[config.mk]
export PLATFORM = sky130hd
export DESIGN_NAME = tpb_unit
export DESIGN_NICKNAME = d
export VERILOG_FILES = /design/src/design/tpb_pkg.sv /design/src/design/tpb_unit.sv
export VERILOG_INCLUDE_DIRS = /design/src /design/src/design
export SDC_FILE = /design/constraint.sdc
export NUM_CORES = 1
export LEC_CHECK = 0
export BUFFER_PORTS_ARGS = -buffer_cell sky130_fd_sc_hd__clkbuf_2
export CORE_MARGIN = 1.5
export CORE_UTILIZATION = 45
export DETAILED_ROUTE_END_ITERATION = 8
export PLACE_DENSITY_LB_ADDON = 0.08
export SYNTH_ARGS = -nofsm -noshare
export SYNTH_HDL_FRONTEND = slang
export SYNTH_SLANG_ARGS = --single-unit
[constraint.sdc]
create_clock -name i_clock -period 6.85 [get_ports i_clock]
set_input_delay 1.37 -clock i_clock [delete_from_list [all_inputs] [get_ports i_clock]]
set_output_delay 1.37 -clock i_clock [all_outputs]
set_load 0.02 [all_outputs]
[src/design/tpb_params.svh]
/*
 * Constants of the timer, PWM and buzzer unit: register offsets,
 * field positions, reset values and fixed counter values.
 * Assumes it is included by bare name from design files only.
 */
`ifndef TPB_PARAMS_SVH
`define TPB_PARAMS_SVH

// Register offsets on the 4-bit register port
`define TPB_ADDR_COUNT_LOW 4'h0
`define TPB_ADDR_CTRL_ONE 4'h1
`define TPB_ADDR_CTRL_TWO 4'h2
`define TPB_ADDR_DUTY_LOW 4'h3
`define TPB_ADDR_PS_VALUE 4'h4
`define TPB_ADDR_BUZZER 4'h5
`define TPB_ADDR_HIGH_BITS 4'h8
`define TPB_ADDR_HOSC_SEL 4'h9
`define TPB_ADDR_IRQ_STATUS 4'hA
`define TPB_ADDR_IRQ_MASK 4'hB

// Fields of timer_control_one
`define TPB_C1_ENABLE 0
`define TPB_C1_RELOAD_SEL 1
`define TPB_C1_ONE_SHOT 2
`define TPB_C1_MATCH_OE 5
`define TPB_C1_PWM_AL 6
`define TPB_C1_PWM_OE 7
`define TPB_C1_RW_MASK 8'hE7

// Fields of timer_control_two
`define TPB_C2_PS_SEL_HI 2
`define TPB_C2_PS_DIS_N 3
`define TPB_C2_EDGE_SEL 4
`define TPB_C2_CLK_SRC 5
`define TPB_C2_RW_MASK 8'h3F

// Fields of buzzer_control
`define TPB_BZ_SEL_HI 3
`define TPB_BZ_SRC_TIMER 3
`define TPB_BZ_ENABLE 7
`define TPB_BZ_TAP_HI 2
`define TPB_BZ_RW_MASK 8'h8F

// Fields of timer_high_bits
`define TPB_HB_DUTY_LO 0
`define TPB_HB_DUTY_HI 1
`define TPB_HB_RELOAD_LO 4
`define TPB_HB_RELOAD_HI 5
`define TPB_HB_RW_MASK 8'h33

// Field of the high-oscillator select register
`define TPB_HOSC_SEL_BIT 0

// Interrupt status bits
`define TPB_IRQ_UNDERFLOW 0
`define TPB_IRQ_ONE_SHOT_DONE 1
`define TPB_IRQ_BITS 2

// Reset values
`define TPB_RST_CTRL_ONE 8'h00
`define TPB_RST_CTRL_TWO 8'h3F
`define TPB_RST_BUZZER 8'h0F
`define TPB_RST_PS_VALUE 8'hFF
`define TPB_RST_BYTE 8'h00

// Counter constants
`define TPB_COUNT_ZERO 10'h000
`define TPB_COUNT_ONE 10'h001
`define TPB_COUNT_ALL_ONES 10'h3FF

`endif

[src/design/tpb_pkg.sv]
/*
 * Types shared by the timer, PWM and buzzer unit.
 * Assumes nothing beyond a SystemVerilog compiler.
 */
package tpb_pkg;

   // Width of the timer count
   typedef logic [9:0] tpb_count_t;

   // Timer clock source, one-hot
   typedef enum logic [2:0] {
      TPB_SRC_INSTR = 3'b001,
      TPB_SRC_HOSC = 3'b010,
      TPB_SRC_EXT = 3'b100
   } tpb_src_e;

endpackage

[src/design/tpb_unit.sv]
/*
 * Timer with prescaler, PWM, underflow toggle output and buzzer,
 * programmed through a byte-wide register port.
 * Assumes one 100 MHz clock; the instruction clock and the high
 * oscillator arrive as one-cycle enables on that clock, the external
 * clock arrives as a raw pin and is synchronised here.
 * Register writes and reads come from a master on the same clock that
 * never waits; read data stand for one cycle only.
 */
// The plain strobed port was decided locally.
// Overview of operation
// - Enabled timer decrements once per selected tick.
// - Non-stop, no reload: wrap to all ones.
// - Non-stop with reload: copy reload value.
// - One-shot counts to zero, then stops.
// - Polarity bit makes PWM active low.
// - PWM drives pins only when enabled.
// - Underflow toggles match output, gated to pin.
// - Prescaler divides by two to sel plus one.
// - Edge bit picks falling or rising external edge.
// - Clock-source bit selects external pin clock.
// - Reload sets frame, ten-bit duty sets width.
// - Prescaler value register reads live counter.
// - Buzzer taps prescaler or timer bit.
// - Count write loads count and reload together.
// - High-oscillator select overrides clock source bit.
`timescale 1ns/100ps
`default_nettype none
`include "tpb_params.svh"

module tpb_unit
   import tpb_pkg::*;
#(
   parameter int COUNT_WIDTH = 10,
   parameter int PS_WIDTH = 8
) (
   input wire logic i_clock,
   input wire logic i_sys_rst,
   input wire logic [3:0] i_addr,
   input wire logic [7:0] i_wdata,
   input wire logic i_wr,
   input wire logic i_rd,
   input wire logic i_instr_tick,
   input wire logic i_hosc_tick,
   input wire logic i_external_clock_pin,
   output logic [7:0] o_rdata,
   output logic o_pwm_level,
   output logic o_pwm_output_enable,
   output logic o_underflow_toggle_out,
   output logic o_match_output_enable,
   output logic o_buzzer,
   output logic o_irq
);

   // The logic is written for the documented widths only
   if (COUNT_WIDTH != 10 || PS_WIDTH != 8) begin : g_width_check
      $error("tpb_unit supports COUNT_WIDTH 10 and PS_WIDTH 8 only");
   end

   // Software registers
   logic [7:0] ctrl_one_q; // timer_control_one
   logic [7:0] ctrl_two_q; // timer_control_two
   logic [7:0] duty_low_q; // pwm_duty_low
   logic [7:0] buzzer_ctrl_q; // buzzer_control
   logic [7:0] high_bits_q; // timer_high_bits
   logic hosc_sel_q; // high_osc_clock_select
   logic [`TPB_IRQ_BITS-1:0] irq_status_q; // Sticky events
   logic [`TPB_IRQ_BITS-1:0] irq_mask_q; // Interrupt gates

   // Counters
   tpb_count_t count_q; // Timer count
   tpb_count_t reload_q; // Reload register
   logic [7:0] ps_count_q; // Prescaler counter
   logic toggle_q; // Underflow toggle

   // External clock synchroniser and edge history
   logic ext_meta_q; // First stage, read only by the second
   logic ext_sync_q; // Second stage
   logic ext_prev_q; // Previous synchronised level

   // Decoded write strobes
   logic wr_count, wr_ctrl_one, wr_ctrl_two, wr_duty, wr_buzzer;
   logic wr_high, wr_hosc, wr_status, wr_mask;

   // Control fields
   logic timer_enable, reload_select, one_shot_select;
   logic pwm_active_low, pwm_output_enable, match_output_enable;
   logic clock_source_select, external_edge_select, prescaler_disable_n;
   logic [2:0] prescaler_rate_select;
   logic buzzer_enable;
   logic [3:0] buzzer_frequency_select;

   // Datapath nets
   tpb_src_e src_sel; // Selected clock source
   logic ext_edge; // Chosen external edge seen
   logic src_tick; // Tick before the prescaler
   logic [7:0] ps_mask; // Low bits that must be zero for a tick
   logic timer_tick; // Tick that steps the timer
   logic underflow; // Non-stop underflow event
   logic one_shot_done; // One-shot reached zero
   tpb_count_t duty_value; // Ten-bit duty
   tpb_count_t write_value; // Value loaded by a count write
   logic [`TPB_IRQ_BITS-1:0] irq_events; // This cycle's events
   logic [7:0] rdata_d; // Read mux result

   // Field extraction
   assign timer_enable = ctrl_one_q[`TPB_C1_ENABLE];
   assign reload_select = ctrl_one_q[`TPB_C1_RELOAD_SEL];
   assign one_shot_select = ctrl_one_q[`TPB_C1_ONE_SHOT];
   assign pwm_active_low = ctrl_one_q[`TPB_C1_PWM_AL];
   assign pwm_output_enable = ctrl_one_q[`TPB_C1_PWM_OE];
   assign match_output_enable = ctrl_one_q[`TPB_C1_MATCH_OE];
   assign clock_source_select = ctrl_two_q[`TPB_C2_CLK_SRC];
   assign external_edge_select = ctrl_two_q[`TPB_C2_EDGE_SEL];
   assign prescaler_disable_n = ctrl_two_q[`TPB_C2_PS_DIS_N];
   assign prescaler_rate_select = ctrl_two_q[`TPB_C2_PS_SEL_HI:0];
   assign buzzer_enable = buzzer_ctrl_q[`TPB_BZ_ENABLE];
   assign buzzer_frequency_select = buzzer_ctrl_q[`TPB_BZ_SEL_HI:0];

   // Address decode, writes to read-only offsets fall away
   assign wr_count = i_wr && (i_addr == `TPB_ADDR_COUNT_LOW);
   assign wr_ctrl_one = i_wr && (i_addr == `TPB_ADDR_CTRL_ONE);
   assign wr_ctrl_two = i_wr && (i_addr == `TPB_ADDR_CTRL_TWO);
   assign wr_duty = i_wr && (i_addr == `TPB_ADDR_DUTY_LOW);
   assign wr_buzzer = i_wr && (i_addr == `TPB_ADDR_BUZZER);
   assign wr_high = i_wr && (i_addr == `TPB_ADDR_HIGH_BITS);
   assign wr_hosc = i_wr && (i_addr == `TPB_ADDR_HOSC_SEL);
   assign wr_status = i_wr && (i_addr == `TPB_ADDR_IRQ_STATUS);
   assign wr_mask = i_wr && (i_addr == `TPB_ADDR_IRQ_MASK);

   // Count write takes the reload high bits plus the written byte
   assign write_value = {high_bits_q[`TPB_HB_RELOAD_HI:`TPB_HB_RELOAD_LO], i_wdata};

   // Duty is two high bits over the low duty byte
   assign duty_value = {high_bits_q[`TPB_HB_DUTY_HI:`TPB_HB_DUTY_LO], duty_low_q};

   // Control register writes
   // Reserved bits are masked off on the way in, so a read
   // shows zero there whatever software wrote, except bits 7:6 of
   // timer_high_bits, which read back the live top count bits
   always_ff @(posedge i_clock or posedge i_sys_rst) begin
      if (i_sys_rst) begin
         ctrl_one_q <= `TPB_RST_CTRL_ONE;
         ctrl_two_q <= `TPB_RST_CTRL_TWO;
         duty_low_q <= `TPB_RST_BYTE;
         buzzer_ctrl_q <= `TPB_RST_BUZZER;
         high_bits_q <= `TPB_RST_BYTE;
         hosc_sel_q <= 1'b0;
         irq_mask_q <= '0;
      end else begin
         // Unused bit positions stay zero
         if (wr_ctrl_one) begin
            ctrl_one_q <= i_wdata & `TPB_C1_RW_MASK;
         end
         // Rate may change at any time; a glitch is software's concern
         if (wr_ctrl_two) begin
            ctrl_two_q <= i_wdata & `TPB_C2_RW_MASK;
         end
         if (wr_duty) begin
            duty_low_q <= i_wdata;
         end
         if (wr_buzzer) begin
            buzzer_ctrl_q <= i_wdata & `TPB_BZ_RW_MASK;
         end
         if (wr_high) begin
            high_bits_q <= i_wdata & `TPB_HB_RW_MASK;
         end
         if (wr_hosc) begin
            hosc_sel_q <= i_wdata[`TPB_HOSC_SEL_BIT];
         end
         if (wr_mask) begin
            irq_mask_q <= i_wdata[`TPB_IRQ_BITS-1:0];
         end
      end
   end

   // External clock pin synchroniser
   // Two stages guard against a metastable pin level; the third
   // flop only keeps history for the edge detector, so an edge
   // is seen two clocks after it happens on the pin
   always_ff @(posedge i_clock or posedge i_sys_rst) begin
      if (i_sys_rst) begin
         ext_meta_q <= 1'b0;
         ext_sync_q <= 1'b0;
         ext_prev_q <= 1'b0;
      end else begin
         ext_meta_q <= i_external_clock_pin;
         ext_sync_q <= ext_meta_q;
         ext_prev_q <= ext_sync_q;
      end
   end

   // Edge picked by the edge bit: 1 falling, 0 rising
   assign ext_edge = external_edge_select ? (ext_prev_q && !ext_sync_q)
                                          : (!ext_prev_q && ext_sync_q);

   // Source choice; the shared oscillator bit wins over the local one
   // Only one source is live at a time, so switching sources can
   // lose or add at most one tick around the switch
   always_comb begin
      if (hosc_sel_q) begin
         src_sel = TPB_SRC_HOSC;
      end else if (clock_source_select) begin
         src_sel = TPB_SRC_EXT;
      end else begin
         src_sel = TPB_SRC_INSTR;
      end
   end

   // Source tick from the one-hot selection
   always_comb begin
      case (src_sel)
         TPB_SRC_INSTR: src_tick = i_instr_tick;
         TPB_SRC_HOSC: src_tick = i_hosc_tick;
         TPB_SRC_EXT: src_tick = ext_edge;
         default: src_tick = 1'b0;
      endcase
   end

   // Mask of sel plus one low bits of the prescaler counter
   assign ps_mask = 8'((9'h002 << prescaler_rate_select) - 9'h001);

   // Limitation: a rate change while the prescaler is in use may
   // give one short or long period; software should bypass it
   // first and pick the rate then
   // Prescaler counter: free-running down counter on the source tick.
   // It keeps running when bypassed so the buzzer taps stay alive.
   always_ff @(posedge i_clock or posedge i_sys_rst) begin
      if (i_sys_rst) begin
         ps_count_q <= `TPB_RST_PS_VALUE;
      end else if (src_tick) begin
         ps_count_q <= ps_count_q - 8'h01;
      end
   end

   // One timer tick per 2^(sel+1) source ticks, or every tick when bypassed
   // The tick fires where the low sel+1 bits are zero before the
   // decrement, so any run of 2^(sel+1) source ticks yields exactly one
   assign timer_tick = prescaler_disable_n ? src_tick
                                           : (src_tick && ((ps_count_q & ps_mask) == 8'h00));

   // Events of the timer
   // Non-stop underflow is the tick taken at zero; one-shot flags
   // the step from one to zero, since it never leaves zero after
   assign underflow = timer_enable && timer_tick && !one_shot_select && (count_q == `TPB_COUNT_ZERO);
   assign one_shot_done = timer_enable && timer_tick && one_shot_select && (count_q == `TPB_COUNT_ONE);

   // Timer count and reload register
   // Priority: software load first, then the tick; the reload
   // register changes only on a software load
   always_ff @(posedge i_clock or posedge i_sys_rst) begin
      if (i_sys_rst) begin
         count_q <= `TPB_COUNT_ALL_ONES;
         reload_q <= `TPB_COUNT_ALL_ONES;
      end else if (wr_count) begin
         // Software load wins over a tick in the same cycle
         count_q <= write_value;
         reload_q <= write_value;
      end else if (timer_enable && timer_tick) begin
         if (count_q != `TPB_COUNT_ZERO) begin
            count_q <= count_q - `TPB_COUNT_ONE;
         end else if (one_shot_select) begin
            count_q <= `TPB_COUNT_ZERO;
         end else if (reload_select) begin
            count_q <= reload_q;
         end else begin
            count_q <= `TPB_COUNT_ALL_ONES;
         end
      end
   end

   // Underflow toggle
   // It flips on every non-stop underflow whether or not the pin is
   // enabled, so enabling the pin later shows the true phase
   always_ff @(posedge i_clock or posedge i_sys_rst) begin
      if (i_sys_rst) begin
         toggle_q <= 1'b0;
      end else if (underflow) begin
         toggle_q <= !toggle_q;
      end
   end

   // Pin outputs: match toggle and its pin enable
   // Registered so every top-level output comes from a flop; this
   // costs one cycle of latency against the internal toggle
   always_ff @(posedge i_clock or posedge i_sys_rst) begin
      if (i_sys_rst) begin
         o_underflow_toggle_out <= 1'b0;
         o_match_output_enable <= 1'b0;
      end else begin
         // One cycle behind the internal toggle
         o_underflow_toggle_out <= toggle_q;
         o_match_output_enable <= match_output_enable;
      end
   end

   // PWM waveform; frame restarts as the count reloads
   // The compare uses the live duty value, so a new duty takes
   // effect at once rather than at the next frame; simpler, but a
   // duty change mid-frame may give one odd pulse width
   always_ff @(posedge i_clock or posedge i_sys_rst) begin
      if (i_sys_rst) begin
         o_pwm_level <= 1'b0;
         o_pwm_output_enable <= 1'b0;
      end else begin
         // Active while below duty, then flipped for active low
         o_pwm_level <= (count_q < duty_value) ^ pwm_active_low;
         // When low, the pins go back to general-purpose use
         o_pwm_output_enable <= pwm_output_enable;
      end
   end

   // Buzzer: prescaler bit k or timer bit k, low when disabled
   // The prescaler taps keep moving while the prescaler is bypassed,
   // so the buzzer works without slowing the timer
   always_ff @(posedge i_clock or posedge i_sys_rst) begin
      if (i_sys_rst) begin
         o_buzzer <= 1'b0;
      end else if (!buzzer_enable) begin
         o_buzzer <= 1'b0;
      end else if (buzzer_frequency_select[`TPB_BZ_SRC_TIMER]) begin
         o_buzzer <= count_q[buzzer_frequency_select[`TPB_BZ_TAP_HI:0]];
      end else begin
         o_buzzer <= ps_count_q[buzzer_frequency_select[`TPB_BZ_TAP_HI:0]];
      end
   end

   // Sticky status; a new event beats a clear in the same cycle
   // Writing one clears a bit; written zeros leave it alone
   assign irq_events = {one_shot_done, underflow};
   always_ff @(posedge i_clock or posedge i_sys_rst) begin
      if (i_sys_rst) begin
         irq_status_q <= '0;
      end else begin
         irq_status_q <= (irq_status_q & ~(wr_status ? i_wdata[`TPB_IRQ_BITS-1:0] : '0)) | irq_events;
      end
   end

   // Level interrupt from any unmasked status bit
   // One cycle behind the status so the pin comes from a flop
   always_ff @(posedge i_clock or posedge i_sys_rst) begin
      if (i_sys_rst) begin
         o_irq <= 1'b0;
      end else begin
         o_irq <= |(irq_status_q & irq_mask_q);
      end
   end

   // Read mux; write-only and unmapped offsets read zero
   // The high-bits place shows the live top count bits in its
   // otherwise unused upper field
   always_comb begin
      rdata_d = 8'h00;
      case (i_addr)
         `TPB_ADDR_COUNT_LOW: rdata_d = count_q[7:0];
         `TPB_ADDR_CTRL_ONE: rdata_d = ctrl_one_q;
         `TPB_ADDR_CTRL_TWO: rdata_d = ctrl_two_q;
         `TPB_ADDR_PS_VALUE: rdata_d = ps_count_q;
         `TPB_ADDR_HIGH_BITS: rdata_d = {count_q[9:8], high_bits_q[5:0]};
         `TPB_ADDR_HOSC_SEL: rdata_d = {7'h00, hosc_sel_q};
         `TPB_ADDR_IRQ_STATUS: rdata_d = {6'h00, irq_status_q};
         `TPB_ADDR_IRQ_MASK: rdata_d = {6'h00, irq_mask_q};
         default: rdata_d = 8'h00;
      endcase
   end

   // Read data stands only in the cycle after the strobe
   // Zero between reads keeps the bus quiet for an or-ed read fabric
   always_ff @(posedge i_clock or posedge i_sys_rst) begin
      if (i_sys_rst) begin
         o_rdata <= 8'h00;
      end else if (i_rd) begin
         o_rdata <= rdata_d;
      end else begin
         o_rdata <= 8'h00;
      end
   end

endmodule

`default_nettype wire

==> results.yml, run 1 <==
global_route:
  grt_max_degree: 81
  busiest_layer: "met2"
  overflow: 0
  grt_pass1_vias: 3256
  grtUsageTotal_pct: 23.1
  grtUsageMet1_pct: 30.6
  gr-usage-met2_pct: 38.3
  use_met3_pct: 5.11
  grt_pass1_wl_um: 17700
  antenna_found_initial: 1
cts:
  cts_tree: "yes"
  numCtsBuffers: 9
  root_buffer: "clkbuf_8"
  cts.sinks: 80
  max-clock-path-buffers: 2
  worstSkewPairLatency_ns: 0.36
  path_clk_slew_ns: 0.08
  post-cts-setup-buffers: 0
  hold_buffers: 0
  cts_resized: 0
  cts_max_level: 3
critical_path:
  cp-end-kind: "register"
  slowest_delay_ns: 0.91
  startpoint_type: "input port"
  ff2ff_setup_slack_ns: 4.28
  critPathSlowestCell: "nor3_2"
  cp_num_buf_inv: 1
  crit_chain: "clkbuf_2, or2_2, nor3_2, nand2_1, o21ai_0, a31o_1"
  cp_top_family: "simple AND/OR/NAND/NOR gates"
  rr_startpoint: "ctrl_two_q[2]"
  required_ns: 7.15
  crit_type: "in -> reg"
  cp.arrival_ns: 3.39
  crit_fanout: 21
  cp-startpoint: "i_addr[0]"
  worstRegToRegCells: 9
  rr_endpoint: "count_q[6]"
status:
  outcome: "complete, no violations"
drt:
  via_count: 3201
  drt_pass1_iterations: 7
  drc: 0
  postRouteAntennaNets: 0
  viasPerCell: 5.56
  wl_per_cell_um: 18.8
  drt-initial-drc-count: 150
  routed_wl_um: 10800
timing:
  tightest_slew_ns: 1.20
  fmax_mhz: 324
  hold_slack_ns: 0.354
  rsz0062_at_grt: "false"
  setup_violations: 0
  fin_crit_sh_pct: 45.0
  min_period_ns: 3.08
  finalMaxSlewViolations: 0
  hold_viol: 0
  setup_tns_ns: 0
  fin_worst_skew_ns: 0.0103
  max-slew-margin-rel_pct: 19.3
yosys:
  syn_nets: 451
  avgSynthCellArea_um2: 10.5
  ys_seq_elements: 80
  synth-main-ff-cell: "dfrtp_1"
  synth-edff-count: 0
  synthArstFlopShare_pct: 100
  yosysSeqAreaShare_pct: 46.7
  synth_cells: 419
  yosysWarnings: 0
  synth_cell_types: 63
  syn_area_um2: 4390
layout:
  final_common_cell: "nand2_1"
  filler_cell_count: 894
  drive_above_1_share_pct: 23.5
  nets: 474
  syn_to_final_growth_pct: 10.9
  n_antenna_cell: 0
  layout_common_cells: "nand2_1, dfrtp_1, dfstp_2"
pwr:
  p_total_mw: 1.75
  p_per_area_nw_per_um2: 358
  peakVddDrop_v: 0.000188
  power.static_leakage_nw: 2.10
worst_hold_path:
  hold_start: "ext_meta_q"
  hold_class: "reg -> reg"
  hold_end: "ext_sync_q"
  holdPathStages: 0
job:
  cap_violations: 0
placement:
  gp_congestion: 0.865
  dp_hpwl_um: 7490
  placement.io_buffers: 32
floorplan:
  core_area_um2: 9370
  die-area_um2: 10400
  die_x_um: 102
  std_cell_rows: 35
  fp.dieH_um: 102
  ioPinCount: 33
  start_util_pct: 46.9
[synthesized netlist by cell type, types with 3 or more instances]
cell type  instances  area (um2)
nor2b_1           16         100
xnor2_1            7        61.3
a21o_1             4        30.0
xor2_1             4        35.0
nor2_1            20        75.1
mux2i_1           13         130
nor4_1             4        25.0
ha_1              13         163
dfstp_2           38         998
buf_2              3        15.0
dfrtp_1           42        1050
nand2_1           47         176
inv_1             23        86.3
a222oi_1           3        30.0
a22o_1             7        61.3
nand2b_1           8        50.1
mux4_2             5         113
mux2_1            32         360
o21ai_0           15        75.1
nor3_1            10        50.1
o21ai_1           15        75.1
clkbuf_1          15        56.3
nand3_1            8        40.0
a21oi_1           15        75.1
[sequential cells by signal (all words and copies together) (netlist names), 2 cells and up]
name and count:
buzzer_ctrl_q 5, reload_q 10, high_bits_q 4, ps_count_q 8, ctrl_two_q 6, irq_mask_q 2
ctrl_one_q 6, o_rdata 8, count_q 10, duty_low_q 8, irq_status_q 2
[metrics by stage]
step / instances / setup WS [ns] / util, % / area [um2]
after detailed placement: 560 / 3.39 / 49.4 / 4630
after global routing: 576 / 3.52 / 52.0 / 4870
after global placement: 560 / 3.48 / 49.4 / 4630
after CTS: 576 / 3.77 / 52.0 / 4870
after floorplan: 419 / 3.49 / - / 4390
final: 576 / 3.77 / 52.0 / 4870
[where the power goes]
| group | total [mW] | switching (mW) | internal, mW |
|---|---|---|---|
| Sequential | 0.852 | 0.200 | 0.652 |
| Clock | 0.408 | 0.180 | 0.228 |
| Combinational | 0.485 | 0.236 | 0.249 |
[worst max-delay path by stage]
| stage | endpoint | slack, ns | depth (start not counted) |
|---|---|---|---|
| 2_1_floorplan | buzzer_ctrl_q[7] | 3.49 | 1 |
| 3_3_place_gp | count_q[6] | 3.48 | 6 |
| 3_5_place_dp | count_q[6] | 3.39 | 6 |
| 4_1_cts | count_q[6] | 3.77 | 6 |
| 5_1_grt | count_q[6] | 3.52 | 6 |
| 6_report | count_q[6] | 3.77 | 6 |
[cell families (layout without fill, tap and decap cells)]
| logic type | after synthesis | after routing | share of synthesized area [%] |
|---|---|---|---|
| fa+ha+maj | 13 | 13 | 3.70 |
| compound gates | 83 | 83 | 12.9 |
| simple gates | 137 | 137 | 16.3 |
| buf+inv | 44 | 72 | 4.13 |
| mux | 50 | 50 | 13.7 |
| flops | 80 | 80 | 46.7 |
| xor+xnor | 12 | 12 | 2.56 |
[per-layer routing]
metal | up-vias | part of all wire, %
met5 | - | 0
met4 | 0 | 1.4
met3 | 17 | 4.9
met2 | 69 | 48
met1 | 1569 | 46
li1 | 1546 | -
[area by class of cell]
type / count / area (um2) / area share [%]
Multi-Input combinational cell: 295 / 2170 / 44.5
Sequential cell: 80 / 2050 / 42.1
Timing Repair Buffer: 33 / 168 / 3.44
Tap cell: 129 / 161 / 3.31
Clock buffer: 10 / 149 / 3.06
Clock inverter: 6 / 90.1 / 1.85
Inverter: 23 / 87.6 / 1.80
Power figures use the tool's default switching activity.
==> run 2, diff against run 1 <==
- clock period: 6.85 -> 3.15 ns (I/O delays scaled with it)
==> run 2 against run 1 <==
Count of clock-buffer cells in the layout rose by 2. Largest power group unchanged. Critical endpoint is now toggle_q. Sequential share of layout area rose by 0.12 points. Power rose by 110%. Sequential power rose by 120%. First-iteration DRC count rose by 12%.
==> results.yml, run 2 (synthesis gave the netlist of run 1 again) <==
status:
  outcome: "complete, no violations"
floorplan:
  die_x_um: 102
  start_util_pct: 46.9
  fp.dieH_um: 102
  ioPinCount: 33
  core_area_um2: 9370
  die-area_um2: 10400
  std_cell_rows: 35
timing:
  fin_worst_skew_ns: 0.00830
  fmax_mhz: 398
  max-slew-margin-rel_pct: 58.6
  tightest_slew_ns: 0.616
  setup_tns_ns: 0
  min_period_ns: 2.51
  setup_violations: 0
  rsz0062_at_grt: "false"
  hold_viol: 0
  fin_crit_sh_pct: 79.8
  finalMaxSlewViolations: 0
pwr:
  seqPwrFrac_pct: 50.2
  clock_power_share_pct: 20.9
  peakVddDrop_v: 0.000459
  p_int_mw: 2.37
  power.static_leakage_nw: 2.10
  p_per_area_nw_per_um2: 756
  switchingPower_mw: 1.30
  pwr-share-comb_pct: 28.9
  p_total_mw: 3.67
  swShare_pct: 35.5
drt:
  via_count: 3254
  routed_wl_um: 10900
  drt_pass1_iterations: 5
  wl_per_cell_um: 18.9
  viasPerCell: 5.64
  postRouteAntennaNets: 0
  drt-initial-drc-count: 168
  drc: 0
global_route:
  grtUsageTotal_pct: 23.6
  overflow: 0
  busiest_layer: "met2"
  grt_max_degree: 52
  gr-usage-met2_pct: 36.9
  antenna_found_initial: 0
  use_met3_pct: 8.21
  grt_pass1_vias: 3333
  grtUsageMet1_pct: 30.2
  grt_pass1_wl_um: 17800
critical_path:
  cp-end-kind: "register"
  startpoint_type: "register"
  crit_type: "reg -> reg"
  required_ns: 3.41
  cp.arrival_ns: 2.77
  crit_fanout: 17
cts:
  cts.sinks: 80
  max-clock-path-buffers: 2
  cts_tree: "yes"
  hold_buffers: 0
  cts_resized: 0
  worstSkewPairLatency_ns: 0.37
  post-cts-setup-buffers: 0
  numCtsBuffers: 9
  path_clk_slew_ns: 0.08
  root_buffer: "clkbuf_8"
  cts_max_level: 3
job:
  cap_violations: 0
worst_hold_path:
  hold_class: "in -> async"
placement:
  placed_cells: 562
  placement.io_buffers: 32
  dp_hpwl_um: 7710
  gp_congestion: 0.856
layout:
  drive_above_1_share_pct: 23.4
  fin_util_pct: 51.8
  syn_to_final_growth_pct: 10.6
  reg_top3: "count_q: 10 flops, reload_q: 10 flops"
  stdcell_count: 577
  n_antenna_cell: 0
  final_common_cell: "nand2_1"
  nets: 476
  layout_common_cells: "nand2_1, dfrtp_1, dfstp_2"
## run 2: cell types whose count changed in the layout (fill, tap and decap cells not counted)
cell and change:
clkbuf_1 +1, clkbuf_16 -1, buf_4 +1, buf_12 +1
bufinv_16 -1, clkinv_4 -2, clkbuf_8 +2
## run 2: metal layers
metal  up-vias  wire length, um
met4         0              246
met2        82             5280
met3        13              686
li1       1551                -
met1      1608             4700
met5         -                0
## run 2: path summary, 6_finish.rpt
path / startpoint / endpoint / slack, ns / cells past startpoint
setup / recovery: ctrl_two_q[2] / toggle_q / 0.64 / 9
hold / removal: i_sys_rst / o_match_output_enable / 0.26 / 2
setup reg to reg: ctrl_two_q[2] / toggle_q / 0.64 / 9
hold reg to reg: ext_meta_q / ext_sync_q / 0.37 / 0
max in group asynchronous: i_sys_rst / count_q[7] / 2.20 / 3
min in group i_clock: i_external_clock_pin / ext_meta_q / 0.37 / 1
## run 2: per-stage QoR
step / area, um2 / setup WS [ns] / hold WS (ns)
after global placement: 4660 / 0.741 / 0.343
after global routing: 4860 / 0.406 / 0.279
after floorplan: 4390 / 0.531 / 0.331
after CTS: 4860 / 0.632 / 0.272
final: 4860 / 0.635 / 0.257
after detailed placement: 4660 / 0.642 / 0.355
## run 2: layout make-up
class	count	area (um2)
clock inverter	3	42.5
clock buffer	12	155
timing repair buffer	35	195
multi-input combinational	295	2170
fill	882	4510
tap	129	161
inverter	23	87.6
sequential	80	2050
## run 2: power by group through the flow
stage / Clock, mW / Sequential, mW / Combinational, mW
2_1_floorplan: 0 / 1.65 / 0.905
3_3_place_gp: 0 / 1.85 / 1.04
3_5_place_dp: 0 / 1.86 / 1.07
4_1_cts: 0.794 / 1.84 / 1.07
5_1_grt: 0.833 / 1.90 / 1.21
6_report: 0.769 / 1.84 / 1.06
## run 2: critical path, cell delays in order, from the launching register on
cell and delay (ns):
dfstp_2 0.41, nor3_1 0.25, inv_1 0.08, ha_1 0.28
nor2b_1 0.04, a311oi_1 0.25, o221a_1 0.26, o211ai_4 0.23
or3_4 0.47, xnor2_2 0.13
==> run 3, diff against run 2 <==
- ABC_AREA: not set -> 1
- clock period: 3.15 -> 2.4 ns (I/O delays scaled with it)
==> run 3 against run 2 <==
Sequential share of layout area decreased by 0.26 points. Fmax is 19% higher. Global-route usage grew 1.1 points. Register-to-register slack worse by 0.35 ns. Synthesized area decreased by 0.51%. Synthesized cell count rose by 32%. Combinational power is 85% higher. Core utilization is 0.57 points higher. Critical path depth up 4. Worst setup slack got worse by 0.35 ns. Largest cell class is now registers. Largest power group unchanged.
==> results.yml, run 3 <==
status:
  outcome: "complete, no violations"
yosys:
  synth_cells: 554
  yosysTopAreaCellShare_pct: 24.0
  synth-main-ff-cell: "dfrtp_1"
  yosysWarnings: 0
  synthArstFlopShare_pct: 100
  syn_nets: 586
  synth_cell_types: 38
  yosysSeqAreaShare_pct: 46.9
  avgSynthCellArea_um2: 7.89
  syn_area_um2: 4370
  synth.area.top_cells: "dfrtp_1, dfstp_2, nand2_1, o21ai_0, inv_1"
  synth_most_common_cell: "nand2_1"
  ys_seq_elements: 80
  synthTopCellsByCount: "nand2_1, inv_1, o21ai_0"
  yosys.area.top_type: "dfrtp_1"
  synth-edff-count: 0
floorplan:
  core_area_um2: 9330
  die_x_um: 102
  ioPinCount: 33
  std_cell_rows: 35
  fp.dieH_um: 102
  start_util_pct: 46.9
  die-area_um2: 10300
drt:
  drt_pass1_iterations: 6
  drc: 0
  routed_wl_um: 11700
  via_count: 3858
  drt-initial-drc-count: 266
  wl_per_cell_um: 16.2
  viasPerCell: 5.34
  postRouteAntennaNets: 0
layout:
  syn_to_final_growth_pct: 11.9
  fin_util_pct: 52.4
  nets: 620
  n_antenna_cell: 0
  reg_top3: "count_q: 10 flops, reload_q: 10 flops"
  drive_above_1_share_pct: 19.4
  layout_common_cells: "nand2_1, inv_1, o21ai_0"
  filler_cell_count: 899
  final_common_cell: "nand2_1"
  stdcell_area_um2: 4890
global_route:
  grtUsageTotal_pct: 24.7
  busiest_layer: "met2"
  grt_pass1_wl_um: 19000
  grtUsageMet1_pct: 34.6
  use_met3_pct: 3.45
  gr-usage-met2_pct: 37.8
  antenna_found_initial: 0
  overflow: 0
  grt_pass1_vias: 3598
  grt_max_degree: 51
critical_path:
  startpoint_type: "register"
  ff2ff_setup_slack_ns: 0.29
  required_ns: 2.70
  cp-end-kind: "register"
  crit_type: "reg -> reg"
  crit_fanout: 12
  cp.arrival_ns: 2.41
pwr:
  switchingPower_mw: 2.20
  seqPwrFrac_pct: 42.3
  p_per_area_nw_per_um2: 1090
  clock_power_share_pct: 20.9
  pwr-share-comb_pct: 36.7
  swShare_pct: 41.1
  p_total_mw: 5.34
  power.static_leakage_nw: 2.43
  p_int_mw: 3.15
  peakVddDrop_v: 0.000494
placement:
  dp_hpwl_um: 8580
  place_ws_ns: 0.316
  dpl_cell_area_um2: 4670
  gp_congestion: 0.953
  placement.io_buffers: 32
cts:
  worstSkewPairLatency_ns: 0.36
  post-cts-setup-buffers: 0
  hold_buffers: 0
  root_buffer: "clkbuf_8"
  cts_resized: 0
  cts_max_level: 3
  cts_tree: "yes"
  path_clk_slew_ns: 0.09
  max-clock-path-buffers: 2
  numCtsBuffers: 9
  cts.sinks: 80
timing:
  max-slew-margin-rel_pct: 60.8
  setup_violations: 0
  fmax_mhz: 473
  setup_tns_ns: 0
  fin_ws_ns: 0.287
  min_period_ns: 2.11
  finalMaxSlewViolations: 0
  fin_worst_skew_ns: 0.00983
  hold_viol: 0
  tightest_slew_ns: 0.584
  fin_crit_sh_pct: 88.0
  rsz0062_at_grt: "false"
worst_hold_path:
  hold_class: "in -> async"
job:
  cap_violations: 0
==> run 3: path summary, 6_finish.rpt <==
check / start / end / cells after the start
worst min register to register: ext_meta_q / ext_sync_q / 0
worst min-delay path: i_sys_rst / duty_low_q[5] / 3
max in group asynchronous: i_sys_rst / ctrl_two_q[3] / 3
worst max-delay path: ctrl_two_q[2] / count_q[8] / 13
min in group i_clock: i_external_clock_pin / ext_meta_q / 1
worst max register to register: ctrl_two_q[2] / count_q[8] / 13
==> run 3: logic make-up after synthesis <==
| group | Yosys count | synth area share [%] |
|---|---|---|
| AND/OR/NAND/NOR | 253 | 25.1 |
| AO/OA/AOI/OAI | 112 | 14.2 |
| buffers and inverters | 87 | 8.30 |
| flip-flops | 80 | 46.9 |
| adder cells (fa/ha/maj) | 13 | 3.72 |
| XOR/XNOR | 9 | 1.80 |
==> run 3: area by class of cell <==
type	count	area, um2	area share, %
flip-flops and latches	80	2050	41.9
multi-input cells	387	1960	40.1
inverters	74	284	5.81
repair buffers	36	215	4.40
well taps	129	161	3.30
clock buffers	9	124	2.53
clock inverters	7	96.3	1.97
==> run 3: worst max-delay path: stages (launching register included) <==
cell	delay [ns]
dfstp_2	0.65
inv_4	0.07
nand2_1	0.07
ha_1	0.26
nand4_1	0.11
nand2_1	0.07
clkinv_1	0.05
nand2_1	0.05
nand2_1	0.05
o21ai_2	0.16
nand2_2	0.20
nand2_4	0.18
nand2_1	0.07
nand2_1	0.06
==> run 3: through the flow <==
step,hold slack [ns],cells
4_1_cts,0.158,722
6_report,0.153,722
3_5_place_dp,0.337,706
5_1_grt,0.165,722
2_1_floorplan,0.331,554
3_3_place_gp,0.334,706
==> run 3: power groups by stage <==
stage          Combinational, mW  Sequential [mW]  Clock (mW)
2_1_floorplan               1.49             2.14           0
3_3_place_gp                1.92             2.28           0
3_5_place_dp                1.94             2.28           0
4_1_cts                     1.96             2.25        1.14
5_1_grt                     2.23             2.31        1.20
6_report                    1.96             2.26        1.12
==> run 3: routing by layer <==
metal / vias to the layer above / routed length (um)
met5: - / 0
met4: 0 / 369
met3: 29 / 684
met2: 133 / 5300
met1: 1808 / 5340
li1: 1888 / -
